File: src/logic/vbre_regs.vh
// register offsets, field positions, codes and reset values of the engine
`ifndef VBRE_REGS_VH
`define VBRE_REGS_VH
`define VBRE_OFF_DEV_FEAT   12'h000
`define VBRE_OFF_DRV_FEAT   12'h004
`define VBRE_OFF_DEV_STAT   12'h008
`define VBRE_OFF_CTRL       12'h00c
`define VBRE_OFF_CAP_LO     12'h010
`define VBRE_OFF_CAP_HI     12'h014
`define VBRE_OFF_SEG_SIZE   12'h018
`define VBRE_OFF_SEG_CNT    12'h01c
`define VBRE_OFF_CYL        12'h020
`define VBRE_OFF_HEADS      12'h024
`define VBRE_OFF_SPT        12'h028
`define VBRE_OFF_BLK_BYTES  12'h02c
`define VBRE_OFF_PHYS_LOG2  12'h030
`define VBRE_OFF_ALIGN      12'h034
`define VBRE_OFF_MIN_XFER   12'h038
`define VBRE_OFF_OPT_XFER   12'h03c
`define VBRE_OFF_CACHE      12'h040
`define VBRE_OFF_DONE_CNT   12'h044
`define VBRE_OFF_ENG_STAT   12'h048
`define VBRE_OFF_ID         12'h04c
// feature bit positions
`define VBRE_F_BARRIER      0
`define VBRE_F_SEG_SIZE     1
`define VBRE_F_SEG_CNT      2
`define VBRE_F_GEOMETRY     4
`define VBRE_F_READ_ONLY    5
`define VBRE_F_BLK_SIZE     6
`define VBRE_F_SCSI         7
`define VBRE_F_FLUSH        9
`define VBRE_F_TOPOLOGY     10
`define VBRE_F_SW_CACHE     11
// device status and control bits
`define VBRE_S_DRIVER_OK    2
`define VBRE_S_FEAT_OK      3
`define VBRE_C_LEGACY       0
`define VBRE_C_GUEST_BE     1
// request type and completion codes
`define VBRE_T_READ         32'h0000_0000
`define VBRE_T_WRITE        32'h0000_0001
`define VBRE_T_FLUSH        32'h0000_0004
`define VBRE_ST_OK          8'h00
`define VBRE_ST_IOERR       8'h01
`define VBRE_ST_UNSUPP      8'h02
// backend operation codes
`define VBRE_OP_READ        2'h0
`define VBRE_OP_WRITE       2'h1
`define VBRE_OP_FLUSH       2'h2
// 512-byte sector is a shift by this
`define VBRE_SECTOR_SHIFT   9
`define VBRE_CACHE_RESET    1'b1
`endif

File: src/logic/vbre_top.v
// virtual block request engine: config space on apb and request sequencer
// Notes on behaviour
// - feature bits 1, 2, 4 flag segment size, segment count, geometry valid
// - feature bit 5 read-only, bit 6 preferred block size valid
// - bit 9 flush, bit 10 topology, bit 11 switchable cache mode
// - legacy mode offers bit 0 barrier and bit 7 packet commands
// - capacity always present in sectors; segment, geometry, block size and topology fields read zero unless offered
// - legacy big-endian guest sees multi-byte fields byte-swapped
// - request sector unit stays 512 bytes regardless of block size fields
// - read-only device fails every write request
// - switchable cache negotiated: cache byte is writable, 0 through, 1 back
// - reset cache mode is the VBRE_CACHE_RESET define in the header; byte shows mode in effect
// - flush is offered whenever switchable cache is offered
// - non-legacy: switchable without flush negotiated zeroes cache byte at features-ok
// - legacy: status writes leave cache alone except driver-ok without switch
// - legacy: driver feature writes never change the cache mode
// - one request queue; completions carry a tag and come in request order
// - request has type, reserved, sector, 512-byte chunks, status byte
// - byte offset is sector times 512; flush ignores the sector
// - status byte 0 ok, 1 error, 2 unsupported
// - read-only write gets error status and storage is not touched
module vbre_top #(
    parameter [63:0] CAPACITY   = 64'h0000_0000_0010_0000,
    parameter [31:0] SEG_SIZE   = 32'h0001_0000,
    parameter [31:0] SEG_CNT    = 32'h0000_0080,
    parameter [15:0] CYLINDERS  = 16'h0400,
    parameter [7:0]  HEADS      = 8'h10,
    parameter [7:0]  SPT        = 8'h3f,
    parameter [31:0] BLK_BYTES  = 32'h0000_1000,
    parameter [7:0]  PHYS_LOG2  = 8'h03,
    parameter [7:0]  ALIGN_OFF  = 8'h00,
    parameter [15:0] MIN_XFER   = 16'h0001,
    parameter [31:0] OPT_XFER   = 32'h0000_0100,
    // which optional features the device offers
    parameter        OFFER_SEG  = 1,
    parameter        OFFER_GEOM = 1,
    parameter        OFFER_RO   = 0,
    parameter        OFFER_BLK  = 1,
    parameter        OFFER_TOPO = 1,
    parameter        OFFER_SWC  = 1,
    parameter        OFFER_FLSH = 1,
    parameter        OFFER_BAR  = 0,
    parameter        OFFER_SCSI = 0,
    // arbitrary identification value
    parameter [31:0] DEVICE_ID  = 32'h0000_5a5a
) (
    // clock and reset
    input  wire        pclk,
    input  wire        presetn,
    // apb slave
    input  wire        psel,
    input  wire        penable,
    input  wire        pwrite,
    input  wire [11:0] paddr,
    input  wire [31:0] pwdata,
    output wire        pready,
    output reg  [31:0] prdata,
    output reg         pslverr,
    // request queue
    input  wire        req_valid,
    output wire        req_ready,
    input  wire [15:0] req_tag,
    input  wire [31:0] req_type,
    input  wire [31:0] req_reserved,
    input  wire [63:0] req_sector,
    input  wire [15:0] req_chunks,
    // storage backend
    output wire        be_valid,
    input  wire        be_ready,
    output reg  [1:0]  be_op,
    output reg  [63:0] be_offset,
    output reg  [15:0] be_chunks,
    input  wire        be_done,
    input  wire        be_error,
    // completion
    output wire        cpl_valid,
    input  wire        cpl_ready,
    output reg  [15:0] cpl_tag,
    output reg  [7:0]  cpl_status
);
`include "vbre_regs.vh"

    localparam [1:0] ST_IDLE  = 2'h0;
    localparam [1:0] ST_ISSUE = 2'h1;
    localparam [1:0] ST_WAIT  = 2'h2;
    localparam [1:0] ST_CPL   = 2'h3;

    function [15:0] swap16;
        input [15:0] v;
        swap16 = {v[7:0], v[15:8]};
    endfunction
    function [31:0] swap32;
        input [31:0] v;
        swap32 = {v[7:0], v[15:8], v[23:16], v[31:24]};
    endfunction
    function [63:0] swap64;
        input [63:0] v;
        swap64 = {swap32(v[31:0]), swap32(v[63:32])};
    endfunction

    reg [31:0] drv_feat_q;
    reg [7:0]  dev_stat_q;
    reg [1:0]  ctrl_q;
    reg        cache_q;
    reg        cache_d;
    reg [31:0] done_cnt_q;
    reg [7:0]  last_status_q;
    reg [1:0]  state_q;
    reg [1:0]  state_d;

    wire legacy = ctrl_q[`VBRE_C_LEGACY];
    wire swap   = legacy & ctrl_q[`VBRE_C_GUEST_BE];
    wire [63:0] cap_sw = swap64(CAPACITY);

    // offered features; flush is forced on with switchable cache
    wire [31:0] dev_feat;
    assign dev_feat[`VBRE_F_BARRIER]  = (OFFER_BAR != 0) & legacy;
    assign dev_feat[`VBRE_F_SEG_SIZE] = (OFFER_SEG != 0);
    assign dev_feat[`VBRE_F_SEG_CNT]  = (OFFER_SEG != 0);
    assign dev_feat[3]                = 1'b0;
    assign dev_feat[`VBRE_F_GEOMETRY] = (OFFER_GEOM != 0);
    assign dev_feat[`VBRE_F_READ_ONLY] = (OFFER_RO != 0);
    assign dev_feat[`VBRE_F_BLK_SIZE] = (OFFER_BLK != 0);
    assign dev_feat[`VBRE_F_SCSI]     = (OFFER_SCSI != 0) & legacy;
    assign dev_feat[8]                = 1'b0;
    assign dev_feat[`VBRE_F_FLUSH]    =
        (OFFER_FLSH != 0) | (OFFER_SWC != 0);
    assign dev_feat[`VBRE_F_TOPOLOGY] = (OFFER_TOPO != 0);
    assign dev_feat[`VBRE_F_SW_CACHE] = (OFFER_SWC != 0);
    assign dev_feat[31:12]            = 20'h00000;

    // negotiated = offered and accepted by the driver
    wire [31:0] neg   = dev_feat & drv_feat_q;
    wire neg_swc      = neg[`VBRE_F_SW_CACHE];
    wire neg_flush    = neg[`VBRE_F_FLUSH];
    wire read_only    = dev_feat[`VBRE_F_READ_ONLY];

    // apb decode
    wire setup   = psel & ~penable;
    wire wr_acc  = psel & penable & pwrite;
    assign pready = 1'b1;

    wire wr_drv  = wr_acc & (paddr == `VBRE_OFF_DRV_FEAT);
    wire wr_stat = wr_acc & (paddr == `VBRE_OFF_DEV_STAT);
    wire wr_ctrl = wr_acc & (paddr == `VBRE_OFF_CTRL);
    wire wr_cach = wr_acc & (paddr == `VBRE_OFF_CACHE);

    wire feat_ok_rise = wr_stat & pwdata[`VBRE_S_FEAT_OK] &
                        ~dev_stat_q[`VBRE_S_FEAT_OK];
    wire drv_ok_rise  = wr_stat & pwdata[`VBRE_S_DRIVER_OK] &
                        ~dev_stat_q[`VBRE_S_DRIVER_OK];

    // cache mode: one bit is enough, only 0 and 1 are defined
    always @* begin
        cache_d = cache_q;
        if (!legacy && feat_ok_rise && neg_swc && !neg_flush)
            cache_d = 1'b0;
        else if (!legacy && feat_ok_rise && !neg_swc)
            cache_d = neg_flush;
        else if (legacy && drv_ok_rise && !drv_feat_q[`VBRE_F_SW_CACHE])
            cache_d = neg_flush;
        // feature writes alone never reach cache_d
        if (wr_cach && (neg_swc || legacy))
            cache_d = pwdata[0];
    end

    always @(posedge pclk or negedge presetn) begin
        if (!presetn) begin
            drv_feat_q <= 32'h0000_0000;
            dev_stat_q <= 8'h00;
            ctrl_q     <= 2'h0;
            cache_q    <= `VBRE_CACHE_RESET;
        end else begin
            if (wr_drv)
                drv_feat_q <= pwdata & dev_feat;
            if (wr_stat)
                dev_stat_q <= pwdata[7:0];
            if (wr_ctrl)
                ctrl_q <= pwdata[1:0];
            cache_q <= cache_d;
        end
    end

    // read mux; optional fields read zero unless offered
    reg [31:0] rd_val;
    reg        rd_err;
    always @* begin
        rd_val = 32'h0000_0000;
        rd_err = 1'b0;
        case (paddr)
            `VBRE_OFF_DEV_FEAT:  rd_val = dev_feat;
            `VBRE_OFF_DRV_FEAT:  rd_val = drv_feat_q;
            `VBRE_OFF_DEV_STAT:  rd_val = {24'h000000, dev_stat_q};
            `VBRE_OFF_CTRL:      rd_val = {30'h00000000, ctrl_q};
            `VBRE_OFF_CAP_LO:
                rd_val = swap ? cap_sw[31:0]
                              : CAPACITY[31:0];
            `VBRE_OFF_CAP_HI:
                rd_val = swap ? cap_sw[63:32]
                              : CAPACITY[63:32];
            `VBRE_OFF_SEG_SIZE:
                if (dev_feat[`VBRE_F_SEG_SIZE])
                    rd_val = swap ? swap32(SEG_SIZE) : SEG_SIZE;
            `VBRE_OFF_SEG_CNT:
                if (dev_feat[`VBRE_F_SEG_CNT])
                    rd_val = swap ? swap32(SEG_CNT) : SEG_CNT;
            `VBRE_OFF_CYL:
                if (dev_feat[`VBRE_F_GEOMETRY])
                    rd_val = {16'h0000,
                              swap ? swap16(CYLINDERS) : CYLINDERS};
            `VBRE_OFF_HEADS:
                if (dev_feat[`VBRE_F_GEOMETRY])
                    rd_val = {24'h000000, HEADS};
            `VBRE_OFF_SPT:
                if (dev_feat[`VBRE_F_GEOMETRY])
                    rd_val = {24'h000000, SPT};
            `VBRE_OFF_BLK_BYTES:
                if (dev_feat[`VBRE_F_BLK_SIZE])
                    rd_val = swap ? swap32(BLK_BYTES) : BLK_BYTES;
            `VBRE_OFF_PHYS_LOG2:
                if (dev_feat[`VBRE_F_TOPOLOGY])
                    rd_val = {24'h000000, PHYS_LOG2};
            `VBRE_OFF_ALIGN:
                if (dev_feat[`VBRE_F_TOPOLOGY])
                    rd_val = {24'h000000, ALIGN_OFF};
            `VBRE_OFF_MIN_XFER:
                if (dev_feat[`VBRE_F_TOPOLOGY])
                    rd_val = {16'h0000,
                              swap ? swap16(MIN_XFER) : MIN_XFER};
            `VBRE_OFF_OPT_XFER:
                if (dev_feat[`VBRE_F_TOPOLOGY])
                    rd_val = swap ? swap32(OPT_XFER) : OPT_XFER;
            `VBRE_OFF_CACHE:     rd_val = {31'h00000000, cache_q};
            `VBRE_OFF_DONE_CNT:  rd_val = done_cnt_q;
            `VBRE_OFF_ENG_STAT:
                rd_val = {22'h000000, state_q, last_status_q};
            `VBRE_OFF_ID:        rd_val = DEVICE_ID;
            default:             rd_err = 1'b1;
        endcase
    end

    // read data is captured in the setup cycle so the access needs no wait
    always @(posedge pclk or negedge presetn) begin
        if (!presetn) begin
            prdata  <= 32'h0000_0000;
            pslverr <= 1'b0;
        end else if (setup) begin
            prdata  <= pwrite ? 32'h0000_0000 : rd_val;
            pslverr <= rd_err;
        end
    end

    // request sequencer; serial, so completions return in request order
    wire [31:0] rtype   = swap ? swap32(req_type) : req_type;
    wire [63:0] rsector = swap ? swap64(req_sector) : req_sector;
    wire is_read  = (rtype == `VBRE_T_READ);
    wire is_write = (rtype == `VBRE_T_WRITE);
    wire is_flush = (rtype == `VBRE_T_FLUSH);
    wire take     = req_valid & req_ready;

    assign req_ready = (state_q == ST_IDLE);
    assign be_valid  = (state_q == ST_ISSUE);
    assign cpl_valid = (state_q == ST_CPL);

    always @* begin
        state_d = state_q;
        case (state_q)
            ST_IDLE:
                if (take) begin
                    if (is_write && read_only)
                        state_d = ST_CPL;
                    else if (is_read || is_write || is_flush)
                        state_d = ST_ISSUE;
                    else
                        state_d = ST_CPL;
                end
            ST_ISSUE:
                if (be_ready)
                    state_d = ST_WAIT;
            ST_WAIT:
                if (be_done)
                    state_d = ST_CPL;
            ST_CPL:
                if (cpl_ready)
                    state_d = ST_IDLE;
            default:
                state_d = ST_IDLE;
        endcase
    end

    always @(posedge pclk or negedge presetn) begin
        if (!presetn) begin
            state_q       <= ST_IDLE;
            be_op         <= `VBRE_OP_READ;
            be_offset     <= 64'h0000_0000_0000_0000;
            be_chunks     <= 16'h0000;
            cpl_tag       <= 16'h0000;
            cpl_status    <= `VBRE_ST_OK;
            last_status_q <= `VBRE_ST_OK;
            done_cnt_q    <= 32'h0000_0000;
        end else begin
            state_q <= state_d;
            if (state_q == ST_IDLE && take) begin
                cpl_tag <= req_tag;
                if (is_flush) begin
                    be_op     <= `VBRE_OP_FLUSH;
                    be_offset <= 64'h0000_0000_0000_0000;
                    be_chunks <= 16'h0000;
                end else begin
                    be_op     <= is_write ? `VBRE_OP_WRITE
                                          : `VBRE_OP_READ;
                    be_offset <= {rsector[63-`VBRE_SECTOR_SHIFT:0],
                                  {`VBRE_SECTOR_SHIFT{1'b0}}};
                    be_chunks <= req_chunks;
                end
                if (is_write && read_only)
                    cpl_status <= `VBRE_ST_IOERR;
                else if (!(is_read || is_write || is_flush))
                    cpl_status <= `VBRE_ST_UNSUPP;
            end
            if (state_q == ST_WAIT && be_done)
                cpl_status <= be_error ? `VBRE_ST_IOERR
                                       : `VBRE_ST_OK;
            if (cpl_valid && cpl_ready) begin
                last_status_q <= cpl_status;
                done_cnt_q    <= done_cnt_q + 32'h0000_0001;
            end
        end
    end

endmodule

File: config.mk
export PLATFORM = sky130hd
export DESIGN_NAME = vbre_top
export DESIGN_NICKNAME = d
export VERILOG_FILES = /design/src/logic/vbre_top.v
export VERILOG_INCLUDE_DIRS = /design/src /design/src/logic
export SDC_FILE = /design/constraint.sdc
export NUM_CORES = 1
export LEC_CHECK = 0
export BUFFER_PORTS_ARGS = -buffer_cell sky130_fd_sc_hd__buf_2
export CORE_MARGIN = 2
export CORE_UTILIZATION = 42
export DETAILED_ROUTE_END_ITERATION = 7
export PLACE_DENSITY = 0.71
export SYNTH_ARGS = -nofsm -noshare
export SYNTH_HDL_FRONTEND = slang
export SYNTH_SLANG_ARGS = --single-unit
File: constraint.sdc
create_clock -name pclk -period 5.4 [get_ports pclk]
set_clock_uncertainty 0.15 [all_clocks]
set_input_delay 0.54 -clock pclk [delete_from_list [all_inputs] [get_ports pclk]]
set_output_delay 0.54 -clock pclk [all_outputs]
set_load 0.05 [all_outputs]
==> results.py <==
metrics = {
    "outcome": {
        "status": "completed",
    },
    "placement": {
        "place_congestion": 0.875,
        "numPortBuffers": 287,
        "placed_area_sq_um": 10200,
        "dp.final_hpwl_mm": 17.5,
    },
    "critical_path": {
        "cp.required_ns": 5.55,
        "crit_path_max_fanout": 30,
        "slowest_delay_ns": 0.63,
        "crit_type": "reg2reg",
        "critPathLaunchType": "flop",
        "cpMostUsedCell": "buf_4",
        "worstPathCellList": "and2_2, buf_4, nand3_1, nand2_1, o2111a_2, buf_4, o21ai_0",
        "crit_path_end_kind": "flop",
        "setup.worst_path.start": "ctrl_q[0]",
        "worstPathArrival_ns": 3.25,
        "cp_slowest_cell": "o2111a_2",
        "r2r_start": "ctrl_q[0]",
    },
    "global_route": {
        "grtUsageMet1_pct": 27.2,
        "antenna_found_initial": 2,
        "use_met2_pct": 37.6,
        "grt_max_degree": 91,
        "groute.usage.overall_pct": 22.3,
        "grt_pass1_vias": 7359,
        "grt.busiest_layer": "met2",
        "grt_first_pass_wirelength_mm": 38.5,
        "use_met3_pct": 7.01,
        "grt_overflow": 0,
    },
    "cells_and_area": {
        "fin_nets": 1342,
        "stdcell_area_sq_um": 10800,
        "area_growth_pct": 25.0,
        "drive_gt1_share_pct": 32.1,
    },
    "sta": {
        "worstMarginPinSlew_ns": 1.24,
        "slew_viol_final": 0,
        "hold_viol": 0,
        "rsz0062_at_grt": "no",
        "fmax_mhz": 323,
        "slew_headroom_pct": 17.4,
        "fin_crit_ns": 3.10,
        "final.setup.tns_ns": 0,
        "fin_crit_sh_pct": 57.4,
        "finalSetupViolCount": 0,
    },
    "logic_synthesis": {
        "synthDistinctLibCells": 64,
        "ys_warn_count": 0,
        "syn_inst": 863,
        "async_reset_ff_share_pct": 100,
        "postSynthAreaPerCell_sq_um": 10.0,
        "synth.yosys.seq_area_share_pct": 51.5,
        "synth_ff_type": "dfrtp_1",
        "synth-edff-count": 0,
        "synth_area_sq_um": 8650,
        "synth-seq-cells": 178,
    },
    "clock_network": {
        "clkSinkCount": 178,
        "cts_buffers": 17,
        "post-cts-setup-buffers": 0,
        "cts_hold_buf": 0,
        "cts_buffer_depth": 2,
        "cts_tree": "done",
        "htree_levels": 4,
        "root_buffer": "clkbuf_16",
        "clk_latency_ns": 0.43,
        "clk_pin_slew_ns": 0.07,
        "cts_resized": 0,
    },
    "route": {
        "drc": 0,
        "num_vias": 7339,
        "drt_iter0_markers": 456,
        "drtAntennaViolNets": 0,
        "post_drt_wl_per_cell_um": 17.0,
        "detail_route.first_pass.iterations": 5,
        "via_per_inst": 5.21,
        "wirelength_mm": 23.9,
    },
    "power_and_ir_drop": {
        "p_leak_nw": 5.55,
        "vdd_drop_max_mv": 0.377,
        "pwr_density_cell_nw_per_um2": 494,
    },
    "floorplanning": {
        "fp.dieW_um": 148,
        "die-area_sq_um": 21800,
        "boundaryPins": 357,
        "start_util_pct": 42.8,
        "num_rows": 52,
        "design.core.area_sq_um": 20200,
        "dieHeight_um": 148,
    },
    "min_path": {
        "hold_path.class": "in2async",
    },
    "run": {
        "cap_violations": 0,
    },
}
==> synth_stat cells (16+ instances only) <==
cell type / n / area share, %
a22o_1: 19 / 1.9
buf_4: 16 / 1.4
clkbuf_1: 34 / 1.5
dfrtp_1: 177 / 51
mux2_2: 21 / 2.7
mux2i_1: 58 / 6.7
nand2_1: 186 / 8.1
nand3_1: 26 / 1.5
nor2_1: 32 / 1.4
nor3_1: 23 / 1.3
o21ai_0: 34 / 2.0
o31ai_1: 56 / 4.9
xnor2_1: 27 / 2.7
==> placed cells by master, fill, tap and decap left out, drive strengths merged, types with 15 or more instances in the layout <==
cell type	n
nand2	187
mux2	22
a22o	19
xnor2	27
a21oi	15
mux2i	58
nor3	25
dfrtp	177
buf	295
clkbuf	19
nand3	27
conb	16
o31ai	56
inv	23
nor2	32
o21ai	34
==> worst paths after layout <==
check / depth (start not counted) / to / slack, ns
worst max register to register: 7 / be_chunks[7] / 2.30
worst min-delay path: 1 / dev_stat_q[2] / 0.03
worst min register to register: 2 / prdata[3] / 0.32
min in group pclk: 3 / cpl_tag[8] / 0.14
worst max-delay path: 7 / be_chunks[7] / 2.30
max in group asynchronous: 2 / be_offset[32] / 3.93
==> layer usage <==
layer | part of all wire (%) | wire [um]
met3 | 7.6 | 1830
met5 | 0 | 0
met2 | 50 | 11900
met4 | 1.8 | 422
met1 | 41 | 9740
==> cell families (layout without fill, tap and decap cells) <==
kind of cell / count (synthesis) / count (layout) / synth area share (%)
other: 2 / 18 / 0.0868
flip-flops: 178 / 178 / 51.5
adder cells (fa/ha/maj): 5 / 5 / 0.723
XOR/XNOR: 35 / 35 / 3.54
multiplexers: 80 / 80 / 9.57
AND/OR/NAND/NOR: 320 / 320 / 17.0
buffers and inverters: 83 / 342 / 4.51
AO/OA/AOI/OAI: 160 / 160 / 13.0
==> layout make-up <==
type / count / area, sq um
fillers: 1847 / 9420
diodes: 2 / 5.00
inverters: 15 / 56.3
flip-flops and latches: 178 / 4460
multi-input cells: 616 / 3870
well taps: 270 / 338
clock buffers: 19 / 443
clock inverters: 13 / 141
repair buffers: 295 / 1500
==> critical path: cells and delay by family, from the launching register on <==
kind	cells	cell delay [ns]
buf+inv	2	0.92
simple gates	3	0.62
compound gates	2	0.77
flops	1	0.46
==> sequential cells by signal, indices dropped and copies added, names as in the netlist <==
signal and flops:
last_status_q 2, pslverr 1, prdata 32, be_chunks 16
done_cnt_q 32, be_op 2, cpl_tag 16, ctrl_q 2
dev_stat_q 8, cpl_status 2, drv_feat_q 7, state_q 2
cache_q 1, be_offset 55
==> power by group <==
part	internal [mW]	switching [mW]	total, mW	leakage [nW]
Sequential	1.67	0.214	1.89	2.33
Clock	0.668	0.573	1.24	0.279
Combinational	0.505	1.71	2.22	2.94
Total	2.85	2.50	5.35	5.55
==> metrics by stage <==
stage          util (%)  hold slack, ns  instances  worst slack, ns  power [mW]
5_1_grt            53.4           0.107       1408             2.07        5.62
3_3_place_gp       50.5           0.296       1374             2.28        4.11
4_1_cts            53.4          0.0674       1406             2.26        5.39
6_report           53.4          0.0296       1408             2.30        5.35
3_5_place_dp       50.5           0.306       1374             2.27        4.14
2_1_floorplan         -          0.0944        877             2.83        3.55
Note: power is estimated with default switching activity, not from simulation.
